==> src/hdl/isrp_pkg.sv <==
// Constants, types and address decoding for the serial register port.
// Assumes one system clock; the register file sits outside on the same clock.
package isrp_pkg;

  // ----------------------------------------------------------------
  // Bus addresses and byte framing
  // ----------------------------------------------------------------
  localparam logic [7:0] ISRP_SLAVE_WR = 8'h90;
  localparam logic [7:0] ISRP_SLAVE_RD = 8'h91;
  localparam logic [3:0] ISRP_BYTE_BITS = 4'h8;
  localparam logic [3:0] ISRP_CNT_RST = 4'h0;
  localparam logic [7:0] ISRP_BYTE_RST = 8'h00;

  // ----------------------------------------------------------------
  // Register map limits
  // ----------------------------------------------------------------
  localparam logic [7:0] ISRP_REG_FIRST = 8'h02;
  localparam logic [7:0] ISRP_REG_LAST = 8'h27;
  localparam logic [7:0] ISRP_PTR_RST = 8'h02;
  localparam logic [7:0] ISRP_RO_STATUS = 8'h02;
  localparam logic [7:0] ISRP_RO_CHARGE = 8'h0A;
  localparam logic [7:0] ISRP_RO_CONV_HI = 8'h1F;
  localparam logic [7:0] ISRP_RO_CONV_LO = 8'h20;

  typedef enum {
    ISRP_WAIT, ISRP_RX_ADDR, ISRP_RX_CMD, ISRP_RX_DATA, ISRP_ACK, ISRP_TX, ISRP_TX_ACK
  } isrp_state_e;

  typedef enum {
    ISRP_K_ADDR_W, ISRP_K_ADDR_R, ISRP_K_CMD, ISRP_K_DATA, ISRP_K_NACK
  } isrp_kind_e;

  // A location that may be pointed at and read; the factory area is excluded.
  function automatic logic isrp_readable(input logic [7:0] a);
    isrp_readable = (a >= ISRP_REG_FIRST) && (a <= ISRP_REG_LAST);
  endfunction

  // A location that also accepts a written byte.
  function automatic logic isrp_writable(input logic [7:0] a);
    isrp_writable = isrp_readable(a) && (a != ISRP_RO_STATUS) && (a != ISRP_RO_CHARGE)
      && (a != ISRP_RO_CONV_HI) && (a != ISRP_RO_CONV_LO);
  endfunction

endpackage

==> src/hdl/isrp_slave.sv <==
// Two-wire slave engine giving single-byte access to the register file.
// Assumes SCL and SDA arrive from pins and that the host is the only master.
`timescale 1ns/1ps

// Operation
// - Data changes only while clock is low
// - Every byte is eight bits plus acknowledge
// - Device pulls data low to acknowledge
// - Data line released after every acknowledge slot except a read-address ack, which drives data bit 7
// - Read: address, pointer, repeated start, data
// - Allowed pointer loads and acks, otherwise nack
// - Write commits only at closing acknowledge
// - Start or stop before ack discards write
// - Read returns register at current pointer
// - Stop returns to wait, lines ignored
// - Repeated start handled like plain start
// - Foreign slave address is not acknowledged
// - Reserved pointer nacked, pointer left unchanged
// - Read-only write: ack pointer, nack data
// - Only slave addresses 0x90 and 0x91 are acknowledged
// - Byte after write address is pointer
module isrp_slave
  import isrp_pkg::*;
(
  // Clock and reset
  input wire logic CLK_SYS,
  input wire logic RST,
  // Serial bus pins
  input wire logic SCL_IN,
  input wire logic SDA_IN,
  output logic SDA_OUT,
  output logic SDA_OE,
  // Register file side
  output logic [7:0] REG_PTR,
  input wire logic [7:0] REG_RDATA,
  output logic REG_WR_STB,
  output logic [7:0] REG_WR_DATA
);

  // ----------------------------------------------------------------
  // Pin synchronisers and line events
  // ----------------------------------------------------------------
  logic [2:0] scl_sync_ff, sda_sync_ff;
  logic scl_rise, scl_fall, bus_start, bus_stop;

  always_ff @(posedge CLK_SYS)
  begin
    if (RST)
    begin
      scl_sync_ff <= 3'h7;
      sda_sync_ff <= 3'h7;
    end
    else
    begin
      scl_sync_ff <= {scl_sync_ff[1:0], SCL_IN};
      sda_sync_ff <= {sda_sync_ff[1:0], SDA_IN};
    end
  end

  assign scl_rise = scl_sync_ff[1] & ~scl_sync_ff[2];
  assign scl_fall = ~scl_sync_ff[1] & scl_sync_ff[2];
  // A data edge while the clock stays high is a bus condition.
  assign bus_start = scl_sync_ff[1] & scl_sync_ff[2] & sda_sync_ff[2] & ~sda_sync_ff[1];
  assign bus_stop = scl_sync_ff[1] & scl_sync_ff[2] & ~sda_sync_ff[2] & sda_sync_ff[1];

  // ----------------------------------------------------------------
  // Protocol state
  // ----------------------------------------------------------------
  isrp_state_e state_ff, nxt_state;
  isrp_kind_e kind_ff, nxt_kind;
  logic [3:0] cnt_ff, nxt_cnt;
  logic [7:0] sh_ff, nxt_sh;
  logic [7:0] ptr_ff, nxt_ptr;
  logic [7:0] wdata_ff, nxt_wdata;
  logic sda_low_ff, nxt_sda_low;
  logic wr_stb_ff, nxt_wr_stb, byte_done;

  assign byte_done = scl_fall && (cnt_ff == ISRP_BYTE_BITS);

  always_comb
  begin
    nxt_state = state_ff;
    nxt_kind = kind_ff;
    nxt_cnt = cnt_ff;
    nxt_sh = sh_ff;
    nxt_ptr = ptr_ff;
    nxt_wdata = wdata_ff;
    nxt_sda_low = sda_low_ff;
    nxt_wr_stb = 1'b0;
    if (bus_stop)
    begin
      // Stop wins over any state; a pending write byte is dropped.
      nxt_state = ISRP_WAIT;
      nxt_sda_low = 1'b0;
    end
    else if (bus_start)
    begin
      // A repeated start restarts address reception like any start.
      nxt_state = ISRP_RX_ADDR;
      nxt_cnt = ISRP_CNT_RST;
      nxt_sda_low = 1'b0;
    end
    else
    begin
      case (state_ff)
        ISRP_WAIT: nxt_sda_low = 1'b0;
        ISRP_RX_ADDR, ISRP_RX_CMD, ISRP_RX_DATA:
        begin
          if (scl_rise && (cnt_ff != ISRP_BYTE_BITS))
          begin
            nxt_sh = {sh_ff[6:0], sda_sync_ff[1]};
            nxt_cnt = cnt_ff + 4'h1;
          end
          if (byte_done)
          begin
            nxt_state = ISRP_ACK;
            nxt_kind = ISRP_K_NACK;
            nxt_sda_low = 1'b0;
            if (state_ff == ISRP_RX_ADDR)
            begin
              if (sh_ff == ISRP_SLAVE_WR)
              begin
                nxt_kind = ISRP_K_ADDR_W;
                nxt_sda_low = 1'b1;
              end
              else if (sh_ff == ISRP_SLAVE_RD)
              begin
                nxt_kind = ISRP_K_ADDR_R;
                nxt_sda_low = 1'b1;
              end
            end
            else if (state_ff == ISRP_RX_CMD)
            begin
              // The byte after a write address is the register pointer.
              if (isrp_readable(sh_ff))
              begin
                nxt_ptr = sh_ff;
                nxt_kind = ISRP_K_CMD;
                nxt_sda_low = 1'b1;
              end
            end
            else if (isrp_writable(ptr_ff))
            begin
              nxt_wdata = sh_ff;
              nxt_kind = ISRP_K_DATA;
              nxt_sda_low = 1'b1;
            end
          end
        end
        ISRP_ACK:
        begin
          if (scl_fall)
          begin
            // Line is let go at the end of every acknowledge slot, except a read-address ack, which drives data bit 7.
            nxt_sda_low = 1'b0;
            nxt_cnt = ISRP_CNT_RST;
            nxt_state = ISRP_WAIT;
            case (kind_ff)
              ISRP_K_ADDR_W: nxt_state = ISRP_RX_CMD;
              ISRP_K_CMD: nxt_state = ISRP_RX_DATA;
              ISRP_K_ADDR_R:
              begin
                // Read serves whatever the pointer holds now.
                nxt_state = ISRP_TX;
                nxt_sh = {REG_RDATA[6:0], 1'b0};
                nxt_sda_low = ~REG_RDATA[7];
              end
              ISRP_K_DATA: nxt_wr_stb = 1'b1;
              default: nxt_state = ISRP_WAIT;
            endcase
          end
        end
        ISRP_TX:
        begin
          if (scl_rise)
            nxt_cnt = cnt_ff + 4'h1;
          if (byte_done)
          begin
            nxt_state = ISRP_TX_ACK;
            nxt_sda_low = 1'b0;
          end
          else if (scl_fall)
          begin
            // Next bit goes out only while the clock is low.
            nxt_sda_low = ~sh_ff[7];
            nxt_sh = {sh_ff[6:0], 1'b0};
          end
        end
        ISRP_TX_ACK:
        begin
          // Single-byte reads only; the host answer is not used.
          if (scl_fall)
            nxt_state = ISRP_WAIT;
        end
        default:
        begin
          nxt_state = ISRP_WAIT;
          nxt_sda_low = 1'b0;
        end
      endcase
    end
  end

  always_ff @(posedge CLK_SYS)
  begin
    if (RST)
    begin
      state_ff <= ISRP_WAIT;
      kind_ff <= ISRP_K_NACK;
      cnt_ff <= ISRP_CNT_RST;
      sh_ff <= ISRP_BYTE_RST;
      ptr_ff <= ISRP_PTR_RST;
      wdata_ff <= ISRP_BYTE_RST;
      sda_low_ff <= 1'b0;
      wr_stb_ff <= 1'b0;
    end
    else
    begin
      state_ff <= nxt_state;
      kind_ff <= nxt_kind;
      cnt_ff <= nxt_cnt;
      sh_ff <= nxt_sh;
      ptr_ff <= nxt_ptr;
      wdata_ff <= nxt_wdata;
      sda_low_ff <= nxt_sda_low;
      wr_stb_ff <= nxt_wr_stb;
    end
  end

  // Open drain: the pad only ever pulls low.
  assign SDA_OUT = 1'b0;
  assign SDA_OE = sda_low_ff;
  assign REG_PTR = ptr_ff;
  assign REG_WR_STB = wr_stb_ff;
  assign REG_WR_DATA = wdata_ff;
endmodule

==> config.mk <==
export PLATFORM = sky130hd
export DESIGN_NAME = isrp_slave
export DESIGN_NICKNAME = d
export VERILOG_FILES = /design/src/hdl/isrp_pkg.sv /design/src/hdl/isrp_slave.sv
export SDC_FILE = /design/constraint.sdc
export NUM_CORES = 1
export LEC_CHECK = 0
export ABC_AREA = 1
export BUFFER_PORTS_ARGS = -buffer_cell sky130_fd_sc_hd__buf_2
export CORE_ASPECT_RATIO = 0.8
export CORE_MARGIN = 1
export CORE_UTILIZATION = 60
export CTS_BUF_LIST = sky130_fd_sc_hd__clkbuf_4 sky130_fd_sc_hd__clkbuf_8
export CTS_CLUSTER_SIZE = 20
export DETAILED_ROUTE_END_ITERATION = 8
export PLACE_DENSITY_LB_ADDON = 0.12
export SLEW_MARGIN = 20
export SYNTH_ARGS = -nofsm -noshare
export SYNTH_HDL_FRONTEND = slang
export SYNTH_SLANG_ARGS = --single-unit
export TNS_END_PERCENT = 10
==> constraint.sdc <==
create_clock -name CLK_SYS -period 4.1 [get_ports CLK_SYS]
set_input_delay 0.82 -clock CLK_SYS [delete_from_list [all_inputs] [get_ports CLK_SYS]]
set_output_delay 0.82 -clock CLK_SYS [all_outputs]
set_load 0.01 [all_outputs]
==> metrics.md, run 1 <==
| Metric | Value |
|---|---|
| Status | finished, final reports clean |
| Core ar. | 0.00318 mm^2 |
| Pre-CTS setup slack | 1.94 ns |
| ANT cells | 0 |
| Largest stage delay, worst path | 0.58 ns |
| Final hold viol count | 0 |
| Initial antenna violation count | 0 |
| CTS Buf Count | 5 |
| Std-Cell Rows | 18 |
| Synth Area per Inst | 7.06 um^2 |
| Post-synth top area share | 0.410 |
| Via count | 1906 |
| Root buffer cell | clkbuf_8 |
| Final setup violation count | 0 |
| TritonCTS sink count | 42 |
| Critical path class | reg -> reg |
| Share of cells above drive strength 1 | 0.238 |
| CTS HTree Levels | 2 |
| Post-synthesis register bit count | 42 |
| Overall Global Routing Usage | 0.265 |
| Crit-path max FO | 13 |
| Worst slew margin | 0.485 |
| Placer Congestion | 0.902 |
| Routed Wire Length | 4460 um |
| Hold WC Path Type | reg -> reg |
| Yosys warning count | 0 |
| Worst vdd ir | 0.261 mV |
| Commonest cells post-synth | nand2_1, dfxtp_1, inv_1, nor2_1, a21oi_1 |
| First-pass GRT wire length | 7110 um |
| Post-CTS Setup Inserts | 0 |
| Slowest CP cell | nor2_1 |
| Post-synth EDFFs | 0 |
| Initial Util | 0.647 |
| Clk buf depth | 2 |
| Die Area | 0.00366 mm^2 |
| Seq/Total Area, Yosys | 0.410 |
| Fin Clk Skew | 0.00563 ns |
| Width of the die | 67.4 um |
| IO buf count | 29 |
| Critical Path, Cell by Cell | inv_1, ha_1, nand3_1, nor2_2, inv_2, nor2_1, o21ai_0, a21oi_1 |
| Fill count | 267 |
| Worst Path Required | 4.32 ns |
| Async set-or-reset flop fraction in the synthesized netlist | 0 |
| PnR worst setup slack | 2.14 ns |
| RSZ-0062 raised after global routing | no |
| Fin util | 0.739 |
| WL/cell | 12.4 um |
| Worst-Margin Slew | 0.772 ns |
| CTS tree | done |
| Power Dens Cells | 536 mW/mm^2 |
| Die Ht | 54.3 um |
| Slew Viols, Final | 0 |
| Initial drt markers | 144 |
| Largest net degree at the start of global routing | 30 |
| Syn nets | 305 |
| Final nets | 333 |
| Grt ovf | 0 |
| First-pass iteration count of the detailed router | 4 |
| Area of the multi-input gates | 995 um^2 |
| Number of remaining DRC errors | 0 |
| Primary FF master, synth | dfxtp_1 |
| Crit path DAT | 2.18 ns |
| Static leakage | 1.04 nW |
| Detailed Place HPWL | 3240 um |
| Clock-pin slew on the worst setup and hold paths | 0.08 ns |
| Syn-to-layout area delta | 14.3% |
| Max Cap Viol | 0 |
| Synth Cell Area | 0.00205 mm^2 |
| Setup TNS | 0 ns |
| ANT nets after route | 0 |
| Period utilisation layout | 0.479 |
| Most common cell in the netlist | nand2_1 |
| Vias in the first global route | 1520 |
| Worst reg2reg setup slack | 2.14 ns |
| Nature of the critical path endpoint | flop |
| Startpoint Class | flop |
| Post_cts resized | 0 |
| F_max | 0.510 GHz |
| Top cells by area, synth | dfxtp_1, nand2_1, inv_1 |
| Vias per std cell | 5.29 |
| Clk Latency, worst-skew pair | 0.29 ns |
| Cts hold-fix bufs | 0 |
| Area leader, netlist | dfxtp_1 |
| Fin crit period | 1.96 ns |
| I/O pins | 31 |
| Library cells used by synthesis | 31 |
| Sequential cell area | 841 um^2 |
| Post-Synthesis Cells | 291 |
[flip-flops by register name, summed over array words and instances, names as in the netlist]
register     count
sh_ff            8
SDA_OE           1
sda_sync_ff      3
kind_ff          3
REG_WR_DATA      8
REG_WR_STB       1
scl_sync_ff      3
cnt_ff           4
state_ff         3
REG_PTR          8
[cells in the final DEF, fill, tap and decap left out, drive strengths merged]
cell / n
nand2: 50
a21oi: 20
o21bai: 1
a31oi: 1
o22ai: 1
nor2: 47
or2: 4
buf: 29
conb: 1
clkinv: 1
nor3: 12
bufinv: 2
clkbuf: 6
o21ai: 31
dfxtp: 42
nand4: 5
o211ai: 4
inv: 44
and3: 1
nand3: 15
a211oi: 1
ha: 2
[routing by layer]
metal,wire length (um),track usage,vias to the layer above
met5,0,0,-
met4,35,0.0709,0
met3,374,0.0854,6
met2,1840,0.373,80
met1,2210,0.383,832
li1,-,-,988
[stage by stage]
stage                     std cells  instance area [um^2]  hold WS [ns]  total power, mW
final                           360                  2350         0.414             1.26
after global routing            360                  2350         0.428             1.34
after CTS                       360                  2350         0.416             1.25
after detailed placement        352                  2200         0.397            0.858
after global placement          352                  2200         0.393            0.847
after floorplan                 291                  2050         0.389            0.787
[final timing paths]
check / from / to / cells after the start
worst max register to register: cnt_ff[0] / REG_PTR[3] / 8
worst max-delay path: cnt_ff[0] / REG_PTR[3] / 8
worst min register to register: scl_sync_ff[0] / scl_sync_ff[1] / 1
worst min-delay path: scl_sync_ff[0] / scl_sync_ff[1] / 1
[worst max-delay path, delay by kind of cell (launching register included)]
kind | cells | cell delay [ns]
compound gates | 2 | 0.36
fa+ha+maj | 1 | 0.16
buf+inv | 2 | 0.19
flops | 1 | 0.33
simple gates | 3 | 0.85
[logic make-up (layout without fill, tap and decap cells)]
kind of cell	count (synthesis)	in the layout	synth area share
AO/OA/AOI/OAI	59	59	0.157
buffers and inverters	53	82	0.106
adder cells (fa/ha/maj)	2	2	0.0122
other	1	1	0.00183
flip-flops	42	42	0.410
AND/OR/NAND/NOR	134	134	0.314
[report_power, final]
group	internal, mW	switching, mW	total [mW]
combinational	0.121	0.246	0.367
sequential	0.443	0.0497	0.493
clock	0.260	0.139	0.399
[layout make-up]
type | instances | share of cell area
Clock buffer | 6 | 0.0352
Tap cell | 40 | 0.0213
Timing Repair Buffer | 29 | 0.0618
Inverter | 45 | 0.0741
Sequential cell | 42 | 0.358
Multi-Input combinational cell | 196 | 0.424
Clock inverter | 2 | 0.0256
Note: power is estimated with default switching activity, not from simulation.
==> run 2: changes to the inputs <==
ABC_AREA = 0   (was 1)
CORE_UTILIZATION = 53   (was 60)
clock period = 1.63 ns   (was 4.1 ns; I/O delays follow)
==> metrics.md, run 2 <==
| Metric | Value |
|---|---|
| Status | complete, but fails checks (was finished, final reports clean) |
| Root buffer cell | clkbuf_8 (unchanged) |
| Clk buf depth | 2 (unchanged) |
| Syn-to-layout area delta | 38.0% (was 14.3%) |
| Reg2Reg Depth | 4 (was 8) |
| Primary FF master, synth | dfxtp_1 (unchanged) |
| RR Endpoint | SDA_OE (was REG_PTR[3]) |
| Core ar. | 0.00354 mm^2 (was 0.00318 mm^2) |
| Final setup violation count | 32 (was 0) |
| Post-synth EDFFs | 0 (unchanged) |
| Synth Area per Inst | 8.86 um^2 (was 7.06 um^2) |
| Post-Synthesis Cells | 230 (was 291) |
| Routed Wire Length | 5360 um (was 4460 um) |
| First-pass GRT wire length | 8950 um (was 7110 um) |
| Critical path class | reg -> reg (unchanged) |
| Via count | 1942 (was 1906) |
| Library cells used by synthesis | 49 (was 31) |
| Fin Clk Skew | 0.00472 ns (was 0.00563 ns) |
| Pre-CTS setup slack | -0.205 ns (was 1.94 ns) |
| Max Cap Viol | 0 (unchanged) |
| Worst r2r src | sh_ff[1] (was cnt_ff[0]) |
| CTS tree | done (unchanged) |
| Period utilisation layout | 1.14 (was 0.479) |
| Slew Viols, Final | 0 (unchanged) |
| Power Dens Cells | 723 mW/mm^2 (was 536 mW/mm^2) |
| Failing checks | design-rule violations, negative setup slack |
| Synth Cell Area | 0.00204 mm^2 (was 0.00205 mm^2) |
| Overall Global Routing Usage | 0.290 (was 0.265) |
| CTS HTree Levels | 2 (unchanged) |
| Die Ht | 57.5 um (was 54.3 um) |
| Vias per std cell | 5.60 (was 5.29) |
| Cts hold-fix bufs | 0 (unchanged) |
| Seq/Total Area, Yosys | 0.413 (was 0.410) |
| Final hold viol count | 0 (unchanged) |
| Final nets | 318 (was 333) |
| Most common cell in the netlist | dfxtp_1 (was nand2_1) |
| Number of remaining DRC errors | 2 (was 0) |
| First-pass iteration count of the detailed router | 6 (was 4) |
| Commonest cells post-synth | dfxtp_1, nor2_1, mux2i_1, nand2_1, o21ai_0 (was nand2_1, dfxtp_1, inv_1, nor2_1, a21oi_1) |
| Share of cells above drive strength 1 | 0.420 (was 0.238) |
| Yosys warning count | 0 (unchanged) |
| Clk Latency, worst-skew pair | 0.30 ns (was 0.29 ns) |
| Detailed Place HPWL | 3710 um (was 3240 um) |
| Hold WC Path Type | in -> reg (was reg -> reg) |
| Commonest cells after routing, fill and taps aside | buf_4, dfxtp_1, nor2_1, buf_2, mux2i_1 (was nand2_1, dfxtp_1, inv_1, nor2_1, buf_2) |
| Startpoint Class | flop (unchanged) |
| PnR worst setup slack | -0.224 ns (was 2.14 ns) |
| Fin util | 0.793 (was 0.739) |
| Nature of the critical path endpoint | flop (unchanged) |
| ANT cells | 0 (unchanged) |
| Grt ovf | 0 (unchanged) |
| Initial antenna violation count | 0 (unchanged) |
| Hold depth | 2 (was 1) |
| Async set-or-reset flop fraction in the synthesized netlist | 0 (unchanged) |
| Hold Startpoint | SCL_IN (was scl_sync_ff[0]) |
| F_max | 0.539 GHz (was 0.510 GHz) |
| Crit path DAT | 2.11 ns (was 2.18 ns) |
| Die Area | 0.00410 mm^2 (was 0.00366 mm^2) |
| CTS Buf Count | 5 (unchanged) |
| IO buf count | 29 (unchanged) |
| WL/cell | 15.4 um (was 12.4 um) |
| RSZ-0062 raised after global routing | yes (was no) |
| Worst Path Required | 1.88 ns (was 4.32 ns) |
| Placer Congestion | 0.877 (was 0.902) |
| Area leader, netlist | dfxtp_1 (unchanged) |
| Commonest non-fill, non-tap cell in the layout | buf_4 (was nand2_1) |
| Vias in the first global route | 1884 (was 1520) |
| Top cells by area, synth | dfxtp_1, mux2i_1, nor2_1 (was dfxtp_1, nand2_1, inv_1) |
| ANT nets after route | 0 (unchanged) |
| Crit-path max FO | 3 (was 13) |
| Initial Util | 0.575 (was 0.647) |
| Clock-pin slew on the worst setup and hold paths | 0.08 ns (about the same) |
| Post-synth top area share | 0.413 (was 0.410) |
| Initial drt markers | 131 (was 144) |
| Syn nets | 244 (was 305) |
| Largest net degree at the start of global routing | 39 (was 30) |
| Width of the die | 71.3 um (was 67.4 um) |
| I/O pins | 31 (unchanged) |
| Post-synthesis register bit count | 42 (unchanged) |
| Worst reg2reg setup slack | -0.22 ns (was 2.14 ns) |
| Std-Cell Rows | 19 (was 18) |
| Worst vdd ir | 0.684 mV (was 0.261 mV) |
| TritonCTS sink count | 42 (unchanged) |
| Fin crit period | 1.85 ns (was 1.96 ns) |
| Static leakage | 1.14 nW (was 1.04 nW) |
| Hold EP | scl_sync_ff[0] (was scl_sync_ff[1]) |
==> run 2: cell count changes after synthesis, sizes merged, moves of 11 or more <==
cell / previous run / this run
mux2i: 0 / 19
o21ai: 31 / 15
inv: 44 / 8
a21oi: 20 / 7
nor3: 12 / 1
nand2: 50 / 14
==> run 2: logic make-up after synthesis <==
family                   Yosys count  share of synthesized area
AND/OR/NAND/NOR                   91                      0.240
adder cells (fa/ha/maj)            2                     0.0123
AO/OA/AOI/OAI                     49                      0.171
flip-flops                        42                      0.413
other                              1                    0.00184
XOR/XNOR                           3                     0.0129
multiplexers                      20                     0.0989
buffers and inverters             22                     0.0498
==> run 2: timing repair <==
item | 4_1_cts | 5_1_grt
buffers inserted | 0 | 0
pin swaps | 12 | 0
resized for setup | 20 | 5
hold endpoints to repair | 0 | 0
endpoints found under the setup margin | 30 | 33
==> run 2: metal layers <==
metal | vias to the layer above | track usage | wire, um | part of all wire
met4 | 0 | 0.114 | 106 | 0.020
met3 | 11 | 0.0601 | 269 | 0.050
met5 | - | 0 | 0 | 0
li1 | 969 | - | - | -
met2 | 60 | 0.478 | 2540 | 0.47
met1 | 902 | 0.376 | 2450 | 0.46
==> run 2: area by class of cell <==
class / count / area (um^2)
Inverter: 8 / 30.0
Fill cell: 242 / 732
Clock buffer: 5 / 68.8
Tap cell: 42 / 52.6
Sequential cell: 42 / 847
Clock inverter: 3 / 43.8
Multi-Input combinational cell: 166 / 1210
Timing Repair Buffer: 81 / 556
==> run 2: worst max-delay path: stages, from the launching register on <==
cell and delay [ns]:
dfxtp_1 0.32, or4_4 0.53, or4_4 0.52, a311oi_1 0.30, a211o_1 0.13
==> run 2: power by group <==
group | leakage (nW) | internal [mW] | switching, mW
clock | 0.0585 | 0.459 | 0.377
sequential | 0.342 | 1.04 | 0.00736
combinational | 0.741 | 0.0716 | 0.0820
total | 1.14 | 1.57 | 0.467
==> run 2: worst max-delay path by stage <==
stage	startpoint	slack (ns)	to	depth (start not counted)
after global placement	cnt_ff[1]	-0.16	cnt_ff[1]	7
after detailed placement	cnt_ff[1]	-0.20	cnt_ff[1]	7
after floorplan	cnt_ff[0]	-0.18	cnt_ff[1]	7
final	sh_ff[1]	-0.22	SDA_OE	4
after CTS	sh_ff[1]	-0.21	kind_ff[0]	5
after global routing	cnt_ff[1]	-0.26	sh_ff[6]	7
==> run 2: per-stage QoR <==
stage	setup TNS [ns]	std cells	hold WS, ns	instance area, um^2	power (mW)
finish	-3.12	347	0.200	2810	2.03
global route	-5.61	347	0.197	2810	2.11
CTS	-2.66	347	0.195	2800	2.04
detailed placement	-3.81	339	0.394	2610	1.21
global placement	-2.46	339	0.392	2610	1.21
floorplan	-2.81	230	0.389	2080	1.15
==> run 3: changes to the inputs <==
CORE_MARGIN = 10   (was 1)
CORE_UTILIZATION = 50   (was 53)
CTS_BUF_LIST = sky130_fd_sc_hd__clkbuf_4 sky130_fd_sc_hd__clkbuf_8 sky130_fd_sc_hd__clkbuf_16   (was sky130_fd_sc_hd__clkbuf_4 sky130_fd_sc_hd__clkbuf_8)
==> metrics.md, run 3 (synthesis results as in run 2) <==
| Metric | Value |
|---|---|
| Status | complete, but fails checks (unchanged) |
| Failing checks | negative setup slack (was design-rule violations, negative setup slack) |
| Crit-path max FO | 8 (was 3) |
| Share of cells above drive strength 1 | 0.440 (was 0.420) |
| Overall Global Routing Usage | 0.150 (was 0.290) |
| Vias per std cell | 5.39 (was 5.60) |
| TritonCTS sink count | 42 (unchanged) |
| CTS Buf Count | 5 (unchanged) |
| Core ar. | 0.00385 mm^2 (was 0.00354 mm^2) |
| Met1 WL | 2710 um (was 2450 um) |
| Vias in the first global route | 1789 (was 1884) |
| Grt ovf | 0 (unchanged) |
| Final nets | 320 (was 318) |
| Design Power | 1.89 mW (was 2.03 mW) |
| Met2 Wirelength | 2570 um (was 2540 um) |
| Clock-pin slew on the worst setup and hold paths | 0.08 ns (about the same) |
| Sequential cell area | 848 um^2 (was 847 um^2) |
| Startpoint Class | flop (unchanged) |
| I/O pins | 31 (unchanged) |
| RR Endpoint | sh_ff[5] (was SDA_OE) |
| Syn-to-layout area delta | 40.9% (was 38.0%) |
| CTS tree | done (unchanged) |
| Nature of the critical path endpoint | flop (unchanged) |
| Hold depth | 2 (unchanged) |
| First-pass GRT wire length | 8870 um (was 8950 um) |
| Slew Viols, Final | 0 (unchanged) |
| Detailed Place HPWL | 4030 um (was 3710 um) |
| PnR worst setup slack | -0.283 ns (was -0.224 ns) |
| RSZ-0062 raised after global routing | yes (unchanged) |
| Power Dens Cells | 658 mW/mm^2 (was 723 mW/mm^2) |
| Placed cell areas | 0.00258 mm^2 (was 0.00261 mm^2) |
| Metal3 WL | 314 um (was 269 um) |
| Initial antenna violation count | 0 (unchanged) |
| ANT nets after route | 0 (unchanged) |
| Initial Util | 0.529 (was 0.575) |
| Reg2Reg Depth | 8 (was 4) |
| Uppermost layer routed | met4 (unchanged) |
| Commonest non-fill, non-tap cell in the layout | buf_4 (unchanged) |
| Hold slack | 0.204 ns (was 0.200 ns) |
| Worst r2r src | cnt_ff[1] (was sh_ff[1]) |
| Fill count | 296 (was 242) |
| Critical path class | reg -> reg (unchanged) |
| Via count | 1951 (was 1942) |
| Worst Path Required | 1.84 ns (was 1.88 ns) |
| Initial drt markers | 89 (was 131) |
| Commonest cells after routing, fill and taps aside | buf_4, dfxtp_1, nor2_1, buf_2, mux2i_1 (unchanged) |
| Layout Cell Area excl Fill | 0.00287 mm^2 (was 0.00281 mm^2) |
| Cts hold-fix bufs | 0 (unchanged) |
| Placer Congestion | 0.885 (was 0.877) |
| Root buffer cell | clkbuf_8 (unchanged) |
| Fin Clk Skew | 0.00903 ns (was 0.00472 ns) |
| F_max | 0.523 GHz (was 0.539 GHz) |
| Static leakage | 1.16 nW (was 1.14 nW) |
| Worst reg2reg setup slack | -0.28 ns (was -0.22 ns) |
| Final setup violation count | 31 (was 32) |
| Width of the die | 91.4 um (was 71.3 um) |
| Number of remaining DRC errors | 0 (was 2) |
| Period utilisation layout | 1.17 (was 1.14) |
| Die Ht | 77.1 um (was 57.5 um) |
| ANT cells | 0 (unchanged) |
| Hold WC Path Type | in -> reg (unchanged) |
| Clk Latency, worst-skew pair | 0.30 ns (about the same) |
| Crit path DAT | 2.12 ns (was 2.11 ns) |
| Max Cap Viol | 0 (unchanged) |
| Final hold viol count | 0 (unchanged) |
| Routed Wire Length | 5640 um (was 5360 um) |
| CTS HTree Levels | 2 (unchanged) |
| Clk buf depth | 2 (unchanged) |
| Worst vdd ir | 0.806 mV (was 0.684 mV) |
| Largest net degree at the start of global routing | 24 (was 39) |
| Crit path to | sh_ff[5] (was SDA_OE) |
| Std-Cell Rows | 20 (was 19) |
| Fin crit period | 1.91 ns (was 1.85 ns) |
| WL/cell | 15.6 um (was 15.4 um) |
| Area of the multi-input gates | 0.00125 mm^2 (was 0.00121 mm^2) |
| First-pass iteration count of the detailed router | 4 (was 6) |
| Die Area | 0.00704 mm^2 (was 0.00410 mm^2) |
| IO buf count | 29 (unchanged) |
| Crit path from | cnt_ff[1] (was sh_ff[1]) |
## run 3: worst min-delay path by stage
stage,from,to
after CTS,SCL_IN,scl_sync_ff[0]
final,SCL_IN,scl_sync_ff[0]
after global placement,sda_sync_ff[0],sda_sync_ff[1]
after floorplan,scl_sync_ff[0],scl_sync_ff[1]
after global routing,SCL_IN,scl_sync_ff[0]
after detailed placement,sda_sync_ff[0],sda_sync_ff[1]
## run 3: timing repair
action                     CTS  global route
setup endpoints to repair   32            34
pin swaps                   12             7
resized for setup           20            12
setup buffers                3             4
## run 3: final cells by class
type,instances,share of cell area
clock inverter,2,0.00480
multi-input combinational,166,0.435
tap,55,0.0240
sequential,42,0.296
timing repair buffer,83,0.203
inverter,8,0.0105
clock buffer,6,0.0266
## run 3: through the flow
step	worst slack, ns	setup TNS, ns	cells	util
global route	-0.322	-4.66	362	0.745
finish	-0.283	-3.04	362	0.745
floorplan	-0.184	-2.81	230	-
CTS	-0.211	-2.71	358	0.719
detailed placement	-0.206	-3.16	347	0.671
global placement	-0.168	-2.36	347	0.671
## run 3: per-layer routing
metal / up-vias / GRT usage
li1: 977 / -
met1: 914 / 0.204
met2: 54 / 0.224
met3: 6 / 0.0438
met4: 0 / 0.0406
met5: - / 0
## run 3: power by group
part	internal, mW	switching (mW)	total, mW
Sequential	1.04	0.00772	1.04
Combinational	0.0710	0.0837	0.155
Clock	0.319	0.369	0.688
Total	1.43	0.460	1.89
## run 3: critical path, cell delays in order, from the launching register on
cell      delay, ns
dfxtp_2        0.34
inv_2          0.05
ha_4           0.15
and3b_1        0.18
or4b_4         0.54
o21ai_4        0.17
buf_4          0.18
nor2_1         0.03
a311oi_1       0.18
